### src/design/iqf_pkg.sv
// package for the iq serial output formatter: control word layout, config types
package iqf_pkg;
  localparam int CW_W         = 40;
  localparam int DEST_HI      = 39;
  localparam int DEST_LO      = 37;
  localparam int UPD_BIT      = 36;
  localparam logic [2:0] DEST_OUTFMT = 3'h5;
  localparam logic [2:0] DEST_IOFMT  = 3'h6;
  // decimation output config word fields
  localparam int WLEN_HI      = 2;
  localparam int WLEN_LO      = 1;
  localparam int ORDER_BIT    = 0;
  // io format config word fields
  localparam int ILV_BIT      = 35;
  localparam int SLOT_HI      = 34;
  localparam int SLOT_LO      = 29;
  localparam int CPHASE_BIT   = 28;
  localparam int DUTY_BIT     = 27;
  localparam int CONT_BIT     = 26;
  localparam int CTRI_HI      = 25;
  localparam int CTRI_LO      = 24;
  localparam int SPOL_BIT     = 23;
  localparam int SLOC_BIT     = 22;
  localparam int STRI_HI      = 21;
  localparam int STRI_LO      = 20;
  localparam int IPOL_BIT     = 19;
  localparam int ITRI_HI      = 18;
  localparam int ITRI_LO      = 17;
  localparam int QPOL_BIT     = 16;
  localparam int QTRI_HI      = 15;
  localparam int QTRI_LO      = 14;
  localparam int RATE_HI      = 12;
  localparam int RATE_LO      = 0;
  // word length codes and bit counts
  localparam logic [1:0] WL_16 = 2'h0;
  localparam logic [1:0] WL_24 = 2'h1;
  localparam logic [1:0] WL_32 = 2'h2;
  localparam logic [6:0] WBITS_16 = 7'h10;
  localparam logic [6:0] WBITS_24 = 7'h18;
  localparam logic [6:0] WBITS_32 = 7'h20;
  localparam logic [6:0] WBITS_38 = 7'h26;
  localparam int SAMP_W       = 38;
  localparam logic [5:0] LAST_SLOT  = 6'h3f;
  localparam logic [12:0] RATE_RST  = 13'h0002;
  // driver modes
  localparam logic [1:0] TRI_OFF = 2'h0;
  localparam logic [1:0] TRI_ON  = 2'h1;

  typedef struct packed {
    logic [1:0] wlen;
    logic       msb_first;
  } iqf_outfmt_t;

  typedef struct packed {
    logic        interleave;
    logic [5:0]  tslot;
    logic        clk_phase;
    logic        duty50;
    logic        clk_cont;
    logic [1:0]  clk_tri;
    logic        stb_pol;
    logic        stb_loc;
    logic [1:0]  stb_tri;
    logic        i_pol;
    logic [1:0]  i_tri;
    logic        q_pol;
    logic [1:0]  q_tri;
    logic [12:0] rate;
  } iqf_iofmt_t;

  typedef struct packed {
    logic              valid;
    logic [SAMP_W-1:0] i;
    logic [SAMP_W-1:0] q;
  } iqf_sample_t;

  localparam iqf_outfmt_t OUTFMT_RST = '{wlen: WL_16, msb_first: 1'b0};
  localparam iqf_iofmt_t  IOFMT_RST  = '{rate: RATE_RST, default: '0};
endpackage

### src/design/iqf_serial_out.sv
// iq serial output formatter: control word decode, slot timing, serial pin drivers
// Functional notes
// - two-bit code picks 16/24/32/38 bit words
// - order bit 0 lsb first, 1 msb first
// - top three bits route word; 110 io format
// - update bit 0 this word, 1 all pending
// - interleave sends i then q on i pin
// - six-bit slot number among 64 slots
// - phase bit picks rising or falling stable edge
// - duty bit: one clock active or 50%
// - clock only during words, or continuous
// - clock driver off, on, or slot-only
// - strobe polarity high or low active
// - strobe before word or during word
// - strobe driver off, on, or slot-only
// - polarity bits invert i and q data
// - i driver off, on, or slot-only
// - q driver off, on, or slot-only
// - 13-bit rate compare value sets bit period of rate+1 clocks
`timescale 1ns/1ns
module iqf_serial_out (
  input  wire logic                 i_core_clk,
  input  wire logic                 i_sys_rst,
  input  wire logic [iqf_pkg::CW_W-1:0] i_ctl_word,
  input  wire logic                 i_ctl_load,
  input  wire iqf_pkg::iqf_sample_t i_samp,
  output logic                      o_i_data,
  output logic                      o_i_oe_n,
  output logic                      o_q_data,
  output logic                      o_q_oe_n,
  output logic                      o_sclk,
  output logic                      o_sclk_oe_n,
  output logic                      o_wstb,
  output logic                      o_wstb_oe_n,
  output logic                      o_busy
);
  import iqf_pkg::*;

  typedef enum logic [1:0] {ST_IDLE, ST_WAIT, ST_LEAD, ST_RUN} iqf_state_t;

  function automatic logic [6:0] iqf_wbits(input logic [1:0] code);
    unique case (code)
      WL_16:   iqf_wbits = WBITS_16;
      WL_24:   iqf_wbits = WBITS_24;
      WL_32:   iqf_wbits = WBITS_32;
      default: iqf_wbits = WBITS_38;
    endcase
  endfunction

  // word is the top wl bits of the sample; k counts bits already sent
  function automatic logic iqf_pick(input logic [SAMP_W-1:0] s, input logic [6:0] k,
                                    input logic [6:0] wl, input logic msb);
    logic [6:0] idx;
    idx = msb ? 7'(7'd37 - k) : 7'(7'd38 - wl + k);
    iqf_pick = s[idx[5:0]];
  endfunction

  function automatic logic iqf_drv_n(input logic [1:0] mode, input logic in_slot);
    iqf_drv_n = !((mode == TRI_ON) || (mode[1] && in_slot));
  endfunction

  // ---------------- control words
  iqf_outfmt_t pend_out, act_out, next_pend_out, next_act_out;
  iqf_iofmt_t  pend_io, act_io, next_pend_io, next_act_io;
  iqf_outfmt_t new_out;
  iqf_iofmt_t  new_io;
  logic [2:0]  dest;
  logic        upd_all;

  always_comb begin
    dest    = i_ctl_word[DEST_HI:DEST_LO];
    upd_all = i_ctl_word[UPD_BIT];
    new_out = '{wlen: i_ctl_word[WLEN_HI:WLEN_LO], msb_first: i_ctl_word[ORDER_BIT]};
    new_io  = '{interleave: i_ctl_word[ILV_BIT], tslot: i_ctl_word[SLOT_HI:SLOT_LO],
                clk_phase: i_ctl_word[CPHASE_BIT], duty50: i_ctl_word[DUTY_BIT],
                clk_cont: i_ctl_word[CONT_BIT], clk_tri: i_ctl_word[CTRI_HI:CTRI_LO],
                stb_pol: i_ctl_word[SPOL_BIT], stb_loc: i_ctl_word[SLOC_BIT],
                stb_tri: i_ctl_word[STRI_HI:STRI_LO], i_pol: i_ctl_word[IPOL_BIT],
                i_tri: i_ctl_word[ITRI_HI:ITRI_LO], q_pol: i_ctl_word[QPOL_BIT],
                q_tri: i_ctl_word[QTRI_HI:QTRI_LO], rate: i_ctl_word[RATE_HI:RATE_LO]};
    next_pend_out = pend_out;
    next_pend_io  = pend_io;
    next_act_out  = act_out;
    next_act_io   = act_io;
    if (i_ctl_load && dest == DEST_OUTFMT) begin
      next_pend_out = new_out;
      next_act_out  = new_out;
      if (upd_all) begin
        next_act_io = pend_io;
      end
    end else if (i_ctl_load && dest == DEST_IOFMT) begin
      next_pend_io = new_io;
      next_act_io  = new_io;
      if (upd_all) begin
        next_act_out = pend_out;
      end
    end
  end

  always_ff @(posedge i_core_clk) begin
    if (i_sys_rst) begin
      pend_out <= OUTFMT_RST;
      act_out  <= OUTFMT_RST;
      pend_io  <= IOFMT_RST;
      act_io   <= IOFMT_RST;
    end else begin
      pend_out <= next_pend_out;
      act_out  <= next_act_out;
      pend_io  <= next_pend_io;
      act_io   <= next_act_io;
    end
  end

  // ---------------- bit timer and frame sequencer
  iqf_state_t        state, next_state;
  logic [12:0]       timer, next_timer;
  logic [6:0]        bit_idx, next_bit_idx;
  logic [5:0]        slot_cnt, next_slot_cnt;
  logic [SAMP_W-1:0] hold_i, hold_q, next_hold_i, next_hold_q;
  logic [6:0]        wl;
  logic [7:0]        slot_len;
  logic              bit_wrap, slot_end, sending;

  always_comb begin
    wl       = iqf_wbits(act_out.wlen);
    slot_len = act_io.interleave ? {wl, 1'b0} : {1'b0, wl};
    // free-running so a continuous clock keeps going between frames
    bit_wrap = (timer >= act_io.rate);
    slot_end = bit_wrap && ({1'b0, bit_idx} == 8'(slot_len - 8'd1));
    sending  = (state == ST_RUN) && (slot_cnt == act_io.tslot);
    next_timer    = bit_wrap ? 13'h0000 : 13'(timer + 13'd1);
    next_state    = state;
    next_bit_idx  = bit_idx;
    next_slot_cnt = slot_cnt;
    next_hold_i   = hold_i;
    next_hold_q   = hold_q;
    unique case (state)
      ST_IDLE: begin
        // samples arriving mid-frame are dropped; one frame per sample
        if (i_samp.valid) begin
          next_hold_i = i_samp.i;
          next_hold_q = i_samp.q;
          next_state  = ST_WAIT;
        end
      end
      ST_WAIT: begin
        if (bit_wrap) begin
          next_state = ST_LEAD;
        end
      end
      ST_LEAD: begin
        if (bit_wrap) begin
          next_state    = ST_RUN;
          next_bit_idx  = 7'h00;
          next_slot_cnt = 6'h00;
        end
      end
      ST_RUN: begin
        if (slot_end) begin
          next_bit_idx = 7'h00;
          if (slot_cnt == LAST_SLOT) begin
            next_state = ST_IDLE;
          end else begin
            next_slot_cnt = 6'(slot_cnt + 6'd1);
          end
        end else if (bit_wrap) begin
          next_bit_idx = 7'(bit_idx + 7'd1);
        end
      end
    endcase
  end

  always_ff @(posedge i_core_clk) begin
    if (i_sys_rst) begin
      state    <= ST_IDLE;
      timer    <= 13'h0000;
      bit_idx  <= 7'h00;
      slot_cnt <= 6'h00;
      hold_i   <= '0;
      hold_q   <= '0;
    end else begin
      state    <= next_state;
      timer    <= next_timer;
      bit_idx  <= next_bit_idx;
      slot_cnt <= next_slot_cnt;
      hold_i   <= next_hold_i;
      hold_q   <= next_hold_q;
    end
  end

  // ---------------- pin values
  logic       q_phase, bit_i, bit_q, pulse, stb_on, stb_prior;
  logic [6:0] k;
  logic [12:0] half;
  logic       next_i_data, next_q_data, next_sclk, next_wstb;
  logic       next_i_oe_n, next_q_oe_n, next_sclk_oe_n, next_wstb_oe_n;

  always_comb begin
    q_phase = act_io.interleave && (bit_idx >= wl);
    k       = q_phase ? 7'(bit_idx - wl) : bit_idx;
    bit_i   = q_phase ? iqf_pick(hold_q, k, wl, act_out.msb_first)
                      : iqf_pick(hold_i, k, wl, act_out.msb_first);
    bit_q   = iqf_pick(hold_q, k, wl, act_out.msb_first);
    half    = 13'((act_io.rate + 13'd1) >> 1);
    pulse   = act_io.duty50 ? (timer < half) : (timer == 13'h0000);
    // active phase leads the bit so the closing edge lands mid-bit with duty50, one clock in otherwise
    next_sclk = (((act_io.clk_cont || sending) && pulse) ^ !act_io.clk_phase);
    stb_prior = ((state == ST_LEAD) && (act_io.tslot == 6'h00)) ||
                // no strobe after the last slot; slot 0 is announced in the lead period
                ((state == ST_RUN) && (slot_cnt != LAST_SLOT) && (6'(slot_cnt + 6'd1) == act_io.tslot) &&
                 ({1'b0, bit_idx} == 8'(slot_len - 8'd1))) ||
                (sending && act_io.interleave && (bit_idx == 7'(wl - 7'd1)));
    stb_on    = act_io.stb_loc ? sending : stb_prior;
    next_wstb = stb_on ^ act_io.stb_pol;
    next_i_data = (sending && bit_i) ^ act_io.i_pol;
    next_q_data = (sending && !act_io.interleave && bit_q) ^ act_io.q_pol;
    next_sclk_oe_n = iqf_drv_n(act_io.clk_tri, sending);
    next_wstb_oe_n = iqf_drv_n(act_io.stb_tri, sending);
    next_i_oe_n    = iqf_drv_n(act_io.i_tri, sending);
    next_q_oe_n    = iqf_drv_n(act_io.q_tri, sending);
  end

  always_ff @(posedge i_core_clk) begin
    if (i_sys_rst) begin
      o_i_data    <= 1'b0;
      o_q_data    <= 1'b0;
      o_sclk      <= 1'b1;
      o_wstb      <= 1'b0;
      o_i_oe_n    <= 1'b1;
      o_q_oe_n    <= 1'b1;
      o_sclk_oe_n <= 1'b1;
      o_wstb_oe_n <= 1'b1;
      o_busy      <= 1'b0;
    end else begin
      o_i_data    <= next_i_data;
      o_q_data    <= next_q_data;
      o_sclk      <= next_sclk;
      o_wstb      <= next_wstb;
      o_i_oe_n    <= next_i_oe_n;
      o_q_oe_n    <= next_q_oe_n;
      o_sclk_oe_n <= next_sclk_oe_n;
      o_wstb_oe_n <= next_wstb_oe_n;
      o_busy      <= (next_state != ST_IDLE);
    end
  end

  // ---------------- checks
  a_wlen_map: assert property (@(posedge i_core_clk) disable iff (i_sys_rst)
    (act_out.wlen == 2'b11) |-> (wl == 7'd38)) else $error("word length code 11 not 38 bits");
  a_route_iofmt: assert property (@(posedge i_core_clk) disable iff (i_sys_rst)
    (i_ctl_load && i_ctl_word[39:37] == 3'b110 && !i_ctl_word[36]) |=>
    (act_io.rate == $past(i_ctl_word[12:0]))) else $error("io format word not activated");
  a_update_all: assert property (@(posedge i_core_clk) disable iff (i_sys_rst)
    (i_ctl_load && i_ctl_word[39:37] == 3'b101 && i_ctl_word[36]) |=>
    (act_io == $past(pend_io))) else $error("update all missed pending io word");
  a_slot_wrap: assert property (@(posedge i_core_clk) disable iff (i_sys_rst)
    (state == ST_RUN && slot_end && slot_cnt == 6'd63) |=> (state == ST_IDLE))
    else $error("frame did not end after slot 63");
  a_clk_idle: assert property (@(posedge i_core_clk) disable iff (i_sys_rst)
    (state == ST_IDLE && !act_io.clk_cont) |=> (o_sclk == !$past(act_io.clk_phase)))
    else $error("clock toggled outside words");
  a_clk_cont: assert property (@(posedge i_core_clk) disable iff (i_sys_rst)
    (act_io.clk_cont && timer == 13'd0) |=> (o_sclk == $past(act_io.clk_phase)))
    else $error("active clock phase missing at bit start");
  a_clk_tri_off: assert property (@(posedge i_core_clk) disable iff (i_sys_rst)
    (act_io.clk_tri == 2'b00) |=> o_sclk_oe_n) else $error("clock driven while off");
  a_stb_pol: assert property (@(posedge i_core_clk) disable iff (i_sys_rst)
    (!stb_on && act_io.stb_pol) |=> o_wstb) else $error("idle strobe level wrong");
  a_i_invert: assert property (@(posedge i_core_clk) disable iff (i_sys_rst)
    sending |=> (o_i_data == ($past(bit_i) ^ $past(act_io.i_pol)))) else $error("i data polarity wrong");
  a_auto_slot: assert property (@(posedge i_core_clk) disable iff (i_sys_rst)
    (act_io.i_tri[1] && !sending) |=> o_i_oe_n) else $error("i driven outside slot");
  a_q_on: assert property (@(posedge i_core_clk) disable iff (i_sys_rst)
    (act_io.q_tri == 2'b01) |=> !o_q_oe_n) else $error("q not driven when enabled");
  a_stb_tri_off: assert property (@(posedge i_core_clk) disable iff (i_sys_rst)
    (act_io.stb_tri == TRI_OFF) |=> o_wstb_oe_n)
    else $error("strobe driven while off");
  a_i_tri_off: assert property (@(posedge i_core_clk) disable iff (i_sys_rst)
    (act_io.i_tri == TRI_OFF) |=> o_i_oe_n)
    else $error("i driven while off");
  a_q_auto_slot: assert property (@(posedge i_core_clk) disable iff (i_sys_rst)
    (act_io.q_tri[1] && !sending) |=> o_q_oe_n)
    else $error("q driven outside slot");
  a_clk_on: assert property (@(posedge i_core_clk) disable iff (i_sys_rst)
    (act_io.clk_tri == TRI_ON) |=> !o_sclk_oe_n)
    else $error("clock not driven when enabled");
  a_ilv_q_quiet: assert property (@(posedge i_core_clk) disable iff (i_sys_rst)
    act_io.interleave |=> (o_q_data == $past(act_io.q_pol)))
    else $error("q pin carried data while interleaved");
  a_msb_first: assert property (@(posedge i_core_clk) disable iff (i_sys_rst)
    (sending && act_out.msb_first && bit_idx == 7'h00) |=> (o_i_data == ($past(hold_i[SAMP_W-1]) ^ $past(act_io.i_pol))))
    else $error("first bit not the word msb");
  a_lsb_first: assert property (@(posedge i_core_clk) disable iff (i_sys_rst)
    (sending && !act_out.msb_first && act_out.wlen == 2'h3 && bit_idx == 7'h00) |=>
    (o_i_data == ($past(hold_i[0]) ^ $past(act_io.i_pol)))) else $error("first bit not the word lsb");
  a_slot_step: assert property (@(posedge i_core_clk) disable iff (i_sys_rst)
    (state == ST_RUN && slot_end && slot_cnt != LAST_SLOT) |=> (slot_cnt == 6'($past(slot_cnt) + 6'h01)))
    else $error("slot counter did not advance");
  a_stb_lead: assert property (@(posedge i_core_clk) disable iff (i_sys_rst)
    (state == ST_LEAD && act_io.tslot == 6'h00 && !act_io.stb_loc) |=> (o_wstb == !$past(act_io.stb_pol)))
    else $error("strobe missing before slot 0");
  a_stb_during: assert property (@(posedge i_core_clk) disable iff (i_sys_rst)
    (sending && act_io.stb_loc) |=> (o_wstb == !$past(act_io.stb_pol)))
    else $error("strobe missing during word");
endmodule

### config.mk
export PLATFORM = sky130hd
export DESIGN_NAME = iqf_serial_out
export DESIGN_NICKNAME = d
export VERILOG_FILES = /design/src/design/iqf_pkg.sv /design/src/design/iqf_serial_out.sv
export SDC_FILE = /design/constraint.sdc
export NUM_CORES = 1
export LEC_CHECK = 0
export BUFFER_PORTS_ARGS = -buffer_cell sky130_fd_sc_hd__clkbuf_2
export CAP_MARGIN = 20
export CORE_MARGIN = 8
export CORE_UTILIZATION = 30
export CTS_BUF_LIST = sky130_fd_sc_hd__clkbuf_2
export CTS_CLUSTER_SIZE = 28
export DETAILED_ROUTE_END_ITERATION = 10
export HOLD_SLACK_MARGIN = 0.08
export RECOVER_POWER = 25
export REMOVE_ABC_BUFFERS = 1
export SYNTH_ARGS = -nofsm -noshare
export SYNTH_HDL_FRONTEND = slang
export SYNTH_SLANG_ARGS = --single-unit
### constraint.sdc
create_clock -name i_core_clk -period 4.7 [get_ports i_core_clk]
set_input_delay 0.94 -clock i_core_clk [delete_from_list [all_inputs] [get_ports i_core_clk]]
set_output_delay 0.94 -clock i_core_clk [all_outputs]
set_load 0.005 [all_outputs]
# == Word-level counts from Yosys, hierarchy flattened ==
# Cells that the tools add are included.
# op_classes
n_shift,0
n_eq_ne,22
div_mod_pow,0
n_bitwise,5
multipliers,0
reduce_logical,47
n_addsub,10
muxes,31
n_lt_le_gt_ge,4
# op_table
op,count
35-bit two-way mux,3
6-bit two-way mux,5
"13-bit by 1-bit adder with 13-bit output, second input constant",2
7-bit two-way mux,3
1-bit logical AND,19
6-bit one-hot mux with 3 select lines,1
7-bit one-hot mux with 2 select lines,1
13-bit >= comparator,1
13-bit zero test,1
13-bit by 12-bit less-than comparator with 1-bit output,1
1-bit binary-select mux with 6-bit select,2
"2-bit by 1-bit == test with 1-bit output, second input constant",6
6-bit == test,2
6-bit one-hot mux with 2 select lines,1
"6-bit subtractor, first input constant",2
2-bit two-way mux,5
3-bit two-way mux,3
7-bit by 8-bit == test with 1-bit output,1
8-bit two-way mux,1
"2-bit inequality test, second input constant",4
2-bit one-hot mux with 4 select lines,1
2-bit AND reduction,4
2-bit nonzero test,4
"8-bit by 1-bit subtractor with 8-bit output, second input constant",1
other kinds (23),45
# totals
mem_count,0
inputBits,120
latchBits,0
out_inout_bits,9
regBits,189
mem_bits_ro,0
word_cells,166
mem_bits_rw,0

# == Depth between registers and ports, before layout ==
# logic_depth
word_depth,12
depth_mapped,24
depth_no_buf,23

# == Worst setup path before layout ==
# Ideal clock, no wire load.
# synth_path
path_kind,reg2reg
from,register act_out[1] in the netlist's numbering
to,register o_i_data
stages_incl_launch_ff,23
setup_time_ps,123
required_ps,4577
arrival_time_ps,4800
setup_slack_ps,-224
cell_sequence,dfxtp_1 > ha_1 > clkbuf_1 > inv_1 > fa_1 > o21ai_2 > and3_4 > or2_1 > buf_6 > buf_4 > nand2_1 > fa_1 > nor2b_1 > a31oi_1 > o21ai_1 > buf_2 > nor2_1 > o22ai_1 > a22oi_1 > o21ai_0 > nor3_1 > a311oi_2 > mux2_1
# synth_between
elab_chain_cells,12
# synth_lines
element,line,rtl
from (decl),iqf_serial_out.sv:63,"iqf_outfmt_t pend_out, act_out, next_pend_out, next_act_out;"
from (signal assigned),iqf_serial_out.sv:108,act_out <= next_act_out;
2-bit == test (tied with other cells),iqf_serial_out.sv:42,unique case (code)
6-bit one-hot mux with 3 select lines (*),iqf_serial_out.sv:42,
7-bit by 6-bit >= comparator with 1-bit output,iqf_serial_out.sv:199,q_phase = act_io.interleave && (bit_idx >= wl);
1-bit logical AND,iqf_serial_out.sv:199,
6-bit two-way mux,iqf_serial_out.sv:200,k = q_phase ? 7'(bit_idx - wl) : bit_idx;
6-bit adder or 6-bit subtractor (tied branches),iqf_serial_out.sv:54,idx = msb ? 7'(7'd37 - k) : 7'(7'd38 - wl + k);
6-bit two-way mux,iqf_serial_out.sv:54,
1-bit binary-select mux with 6-bit select,iqf_serial_out.sv:55,iqf_pick = s[idx[5:0]];
1-bit two-way mux (implied by the code),iqf_serial_out.sv:55,
1-bit two-way mux (*),iqf_serial_out.sv:201,"bit_i = q_phase ? iqf_pick(hold_q, k, wl, act_out.msb_first)"
1-bit logical AND (*),iqf_serial_out.sv:215,next_i_data = (sending && bit_i) ^ act_io.i_pol;
1-bit XOR (*),iqf_serial_out.sv:215,
to (signal assigned),iqf_serial_out.sv:235,o_i_data <= next_i_data;
to (decl),iqf_serial_out.sv:27,"output logic o_i_data,"
# Every way passes the cells marked *; elsewhere a longest branch is shown, timed or not. The select of a mux whose other input is x is not followed.
# A chain may end at the register's enable or synchronous reset.

# == Final worst setup path ==
# layout_path
from,register act_out[2] in the netlist's numbering
to,register o_i_data
# Same word-level chain as after synthesis.

==> impl_results.md <==
* RSZ-0062 raised after global routing: yes
* Final Cycle Share at 100%
* Via count at 9030
* Worst Path Max Fanout at 6
* Nets@finish at 1562
* Library cells used by synthesis at 68
* Total CTS buffers at 17
* Initial antenna violation count at 1
* Hold Path Class: primary input to register
* Clk pwr share at 23.4%
* Crit path cell chain: buf_6, ha_4, ha_4, inv_4, fa_2, o21ai_4, and3_4, buf_6, or2_4, nand2_4, fa_2, a21o_1, a21oi_2, xnor2_2, o22ai_1, xnor2_1, mux2i_1, nand2_1, a211o_1, a311oi_2, mux2_1
* Filler cells at 3487
* # clock sinks at 189
* Part of the Yosys area used for sequential elements at between 30% and 40%
* Clock buffer depth at 2
* Worst Path Buf+Inv at 3
* Post-DR wirelength/cell at 14.9 um
* Crit path kind: register to register
* Final ANT Viol Nets at 0
* R2R Setup Slk at -20 ps
* Dpl cells at between 1500 and 2000
* Hold path cells at 3
* Peak supply drop at ~140 uV
* Number of global-route vias before repair at 8685
* Multi-input logic area at 6230 um2
* Yosys warnings at 0
* Slew margin rel. at -103%
* P_leak at 0.00500 uW
* R2R Path Start: act_out[2]
* Min Tclk post-route at ~4700 ps
* Remaining DRCs at 0
* Failing checks: capacitance limit, slew limit, setup timing
* Top Usage Layer GRT: met2
* Primary FF master, synth: dfxtp_1
* Number of synthesized flops with an enable pin at 0
* Synth Area in Simple Gates at 20.1%
* Post-synthesis adder-cell area fraction at around 6%
* Vias/cell at slightly below 5
* GR Util met2 at 22.5%
* Synthesis-stage register bit count at 189
* Sequential power share at 54.1%
* Mean post-synth cell area at 8.10 um2
* Pin count of the biggest net entering global routing at about 70
* Die Ht at 200 um
* Slew Viols, Final at 76
* Max Fclk at 212 MHz
* Register area at 3790 um2
* Most frequent cells in the layout: nand2_1, dfxtp_1, clkbuf_2, a21oi_1, nor2_1
* R2R cell count at 21
* IO buf count at 127
* Clock skew at 62.5 ps
* Post-synth top area share at between 30% and 40%
* WL final at 27700 um
* Gr usage total at 13.4%
* CP top delay family: compound AO/OA/AOI/OAI gates
* Max stage delay cell, worst path: dfxtp_4
* Share of cells above drive strength 1 at 21.4%
* Largest cells by area after synthesis: dfxtp_1, nand2_1, mux2i_1, a21oi_1, ha_1
* Xor and xnor area share after synthesis at between 6 and 7%
* Worst Setup End Kind: register
* Worst EP required at approximately 5400 ps
* Pwr dens at 272 nW/um2
* Most common cell after layout, fill and taps aside: nand2_1
* Post-synthesis async set-or-reset flop share at 0%
* Mapped Cells at around 1300
* Largest family of logic cells by synthesized area: simple AND/OR/NAND/NOR gates
* Area of the core at 33400 um2
* CTS clk-pin slew, worst paths at 320 ps
* Outcome: finished, violations left
* Post-DP HPWL at 20000 um
* Leading area contributor after synthesis: dfxtp_1
* Cell Int Power at 2210 uW
* PnR worst setup slack at -23.0 ps
* Final non-filler cell total at 1858
* Initial DRT Pass Iterations at 5
* Post-synthesis compound-gate area fraction at about 17%
* Die span in x at 200 um
* Die area at approximately 40000 um2
* Hold buffers post-CTS at 0
* # rows at 67
* Sw Ratio at 33.1%
* Worst-margin pin slew at 3050 ps
* Root Buffer: clkbuf_2
* DRC violation total after the first TritonRoute iteration at 423
* Multiplexer share of the synthesized area at 9.18%
* CP Data Arrival Time at 5440 ps
* Initial core utilization at 30.4%
* Htree depth at 4
* CP startpoint kind: register
* Worst Hold Path EP: pend_io[32]
* CTS tree: done
* Worst-skew pair later-pin latency at between 800 and 900 ps
* Endpoints failing setup at 1
* GRT met1 Usage at 17.5%
* Gr ovfl total at 0
* Hold path start: i_ctl_word[33]
* Comb power frac at 22.5%
* Io pins at roughly 130
* GR Util met3 at between 2 and 2.5%
* P_sw at ~1100 uW
* Placer Congestion at 0.821
* Final Hold Fails at 0
* Crit-path max cell delay at 440 ps
* Max Cap Viol at 2
* First-pass GRT wire length at 43700 um
* Cell area after synthesis at 10200 um2
* Reg2reg end: o_i_data
* Worst hold margin at 298 ps
* Area delta synth->final at 19.5%
worst register-to-register path, cell delays in order (launching register included):
cell,delay [ps]
dfxtp_4,440
buf_6,100
ha_4,190
ha_4,160
inv_4,40
fa_2,380
o21ai_4,270
and3_4,260
buf_6,100
or2_4,120
nand2_4,50
fa_2,400
a21o_1,190
a21oi_2,190
xnor2_2,140
o22ai_1,110
xnor2_1,150
mux2i_1,260
nand2_1,170
a211o_1,310
a311oi_2,290
mux2_1,350
synth_stat cells, types with 5 or more instances:
library cell  number
o221ai_1           6
nor2_1           105
nand2b_1           6
buf_1             11
o211ai_1           6
xor2_1            30
or2_2              6
dfxtp_1          189
o21a_1             7
nor3_1            16
buf_2              5
clkbuf_1          60
and3_1             6
a31oi_1            6
nand2_1          258
nand4_1            6
a211oi_1          41
xnor2_1           39
a21o_1            16
o21ai_0           15
mux2_2             7
nor4_1             6
a21oi_1          137
nor2b_1            6
ha_1              45
or3_1             10
inv_1             31
a22oi_1            5
nand3_1           26
mux2i_1           71
o22ai_1            7
flip-flops by register name, indices dropped and copies added, names as in the netlist, 2 cells and up:
| register | flops |
|---|---|
| hold_i | 38 |
| hold_q | 38 |
| act_io | 35 |
| pend_io | 35 |
| timer | 13 |
| bit_idx | 7 |
| slot_cnt | 6 |
| act_out | 3 |
| pend_out | 3 |
| state | 2 |
stage by stage:
step,setup TNS (ps),util (%),total power (uW),setup slack [ps],instance area (um2)
2_1_floorplan,-48960,-,2270,-1360,9830
3_3_place_gp,-65.1,34.5,2520,-65.1,11500
3_5_place_dp,-173,34.5,2530,-173,11500
4_1_cts,0,35.6,3330,26.2,11900
5_1_grt,-202,36.3,3500,-202,12100
6_report,-23.0,36.3,3300,-23.0,12100
routing by layer:
| layer | routed length, um | vias up | share of wire, % |
|---|---|---|---|
| met5 | 0 | - | 0 |
| met4 | 388 | 0 | 1.4 |
| met3 | 773 | 23 | 2.8 |
| met2 | 13400 | 133 | 48 |
| met1 | 13100 | 4259 | 47 |
| li1 | - | 4615 | - |
cell type report:
cell class / count / share of cell area, %
Clock buffer: 20 / 0.825
Antenna cell: 2 / 0.0412
Clock inverter: 12 / 0.825
Tap cell: 448 / 4.62
Inverter: 31 / 0.979
Sequential cell: 189 / 31.2
Timing Repair Buffer: 203 / 10.1
Multi-Input combinational cell: 953 / 51.3
how the worst max path moves through the flow:
stage / start / end / slack [ps] / cells after the start
6_report: act_out[2] / o_i_data / -20 / 21
4_1_cts: act_out[2] / o_i_data / 30 / 20
3_5_place_dp: act_out[2] / o_i_data / -170 / 19
5_1_grt: act_out[1] / o_i_data / -200 / 23
2_1_floorplan: i_ctl_word[38] / act_io[0] / -1360 / 3
3_3_place_gp: act_out[1] / o_i_data / -70 / 19
power groups by stage:
stage	registers (uW)	logic, uW	clock network, uW
2_1_floorplan	1800	469	0
5_1_grt	1800	837	862
4_1_cts	1790	733	807
3_5_place_dp	1820	716	0
6_report	1790	744	771
3_3_place_gp	1810	702	0
what timing repair did:
| item | 4_1_cts | 5_1_grt |
|---|---|---|
| pin swaps | 18 | 25 |
| buffers inserted | 7 | 6 |
| gates resized for setup | 29 | 40 |
| endpoints found under the setup margin | 2 | 2 |
cells by family after synthesis:
group                    count (synthesis)
multiplexers                            85
buffers and inverters                  111
flip-flops                             189
AO/OA/AOI/OAI                          277
XOR/XNOR                                70
AND/OR/NAND/NOR                        474
adder cells (fa/ha/maj)                 47
Note: power is estimated with default switching activity, not from simulation.
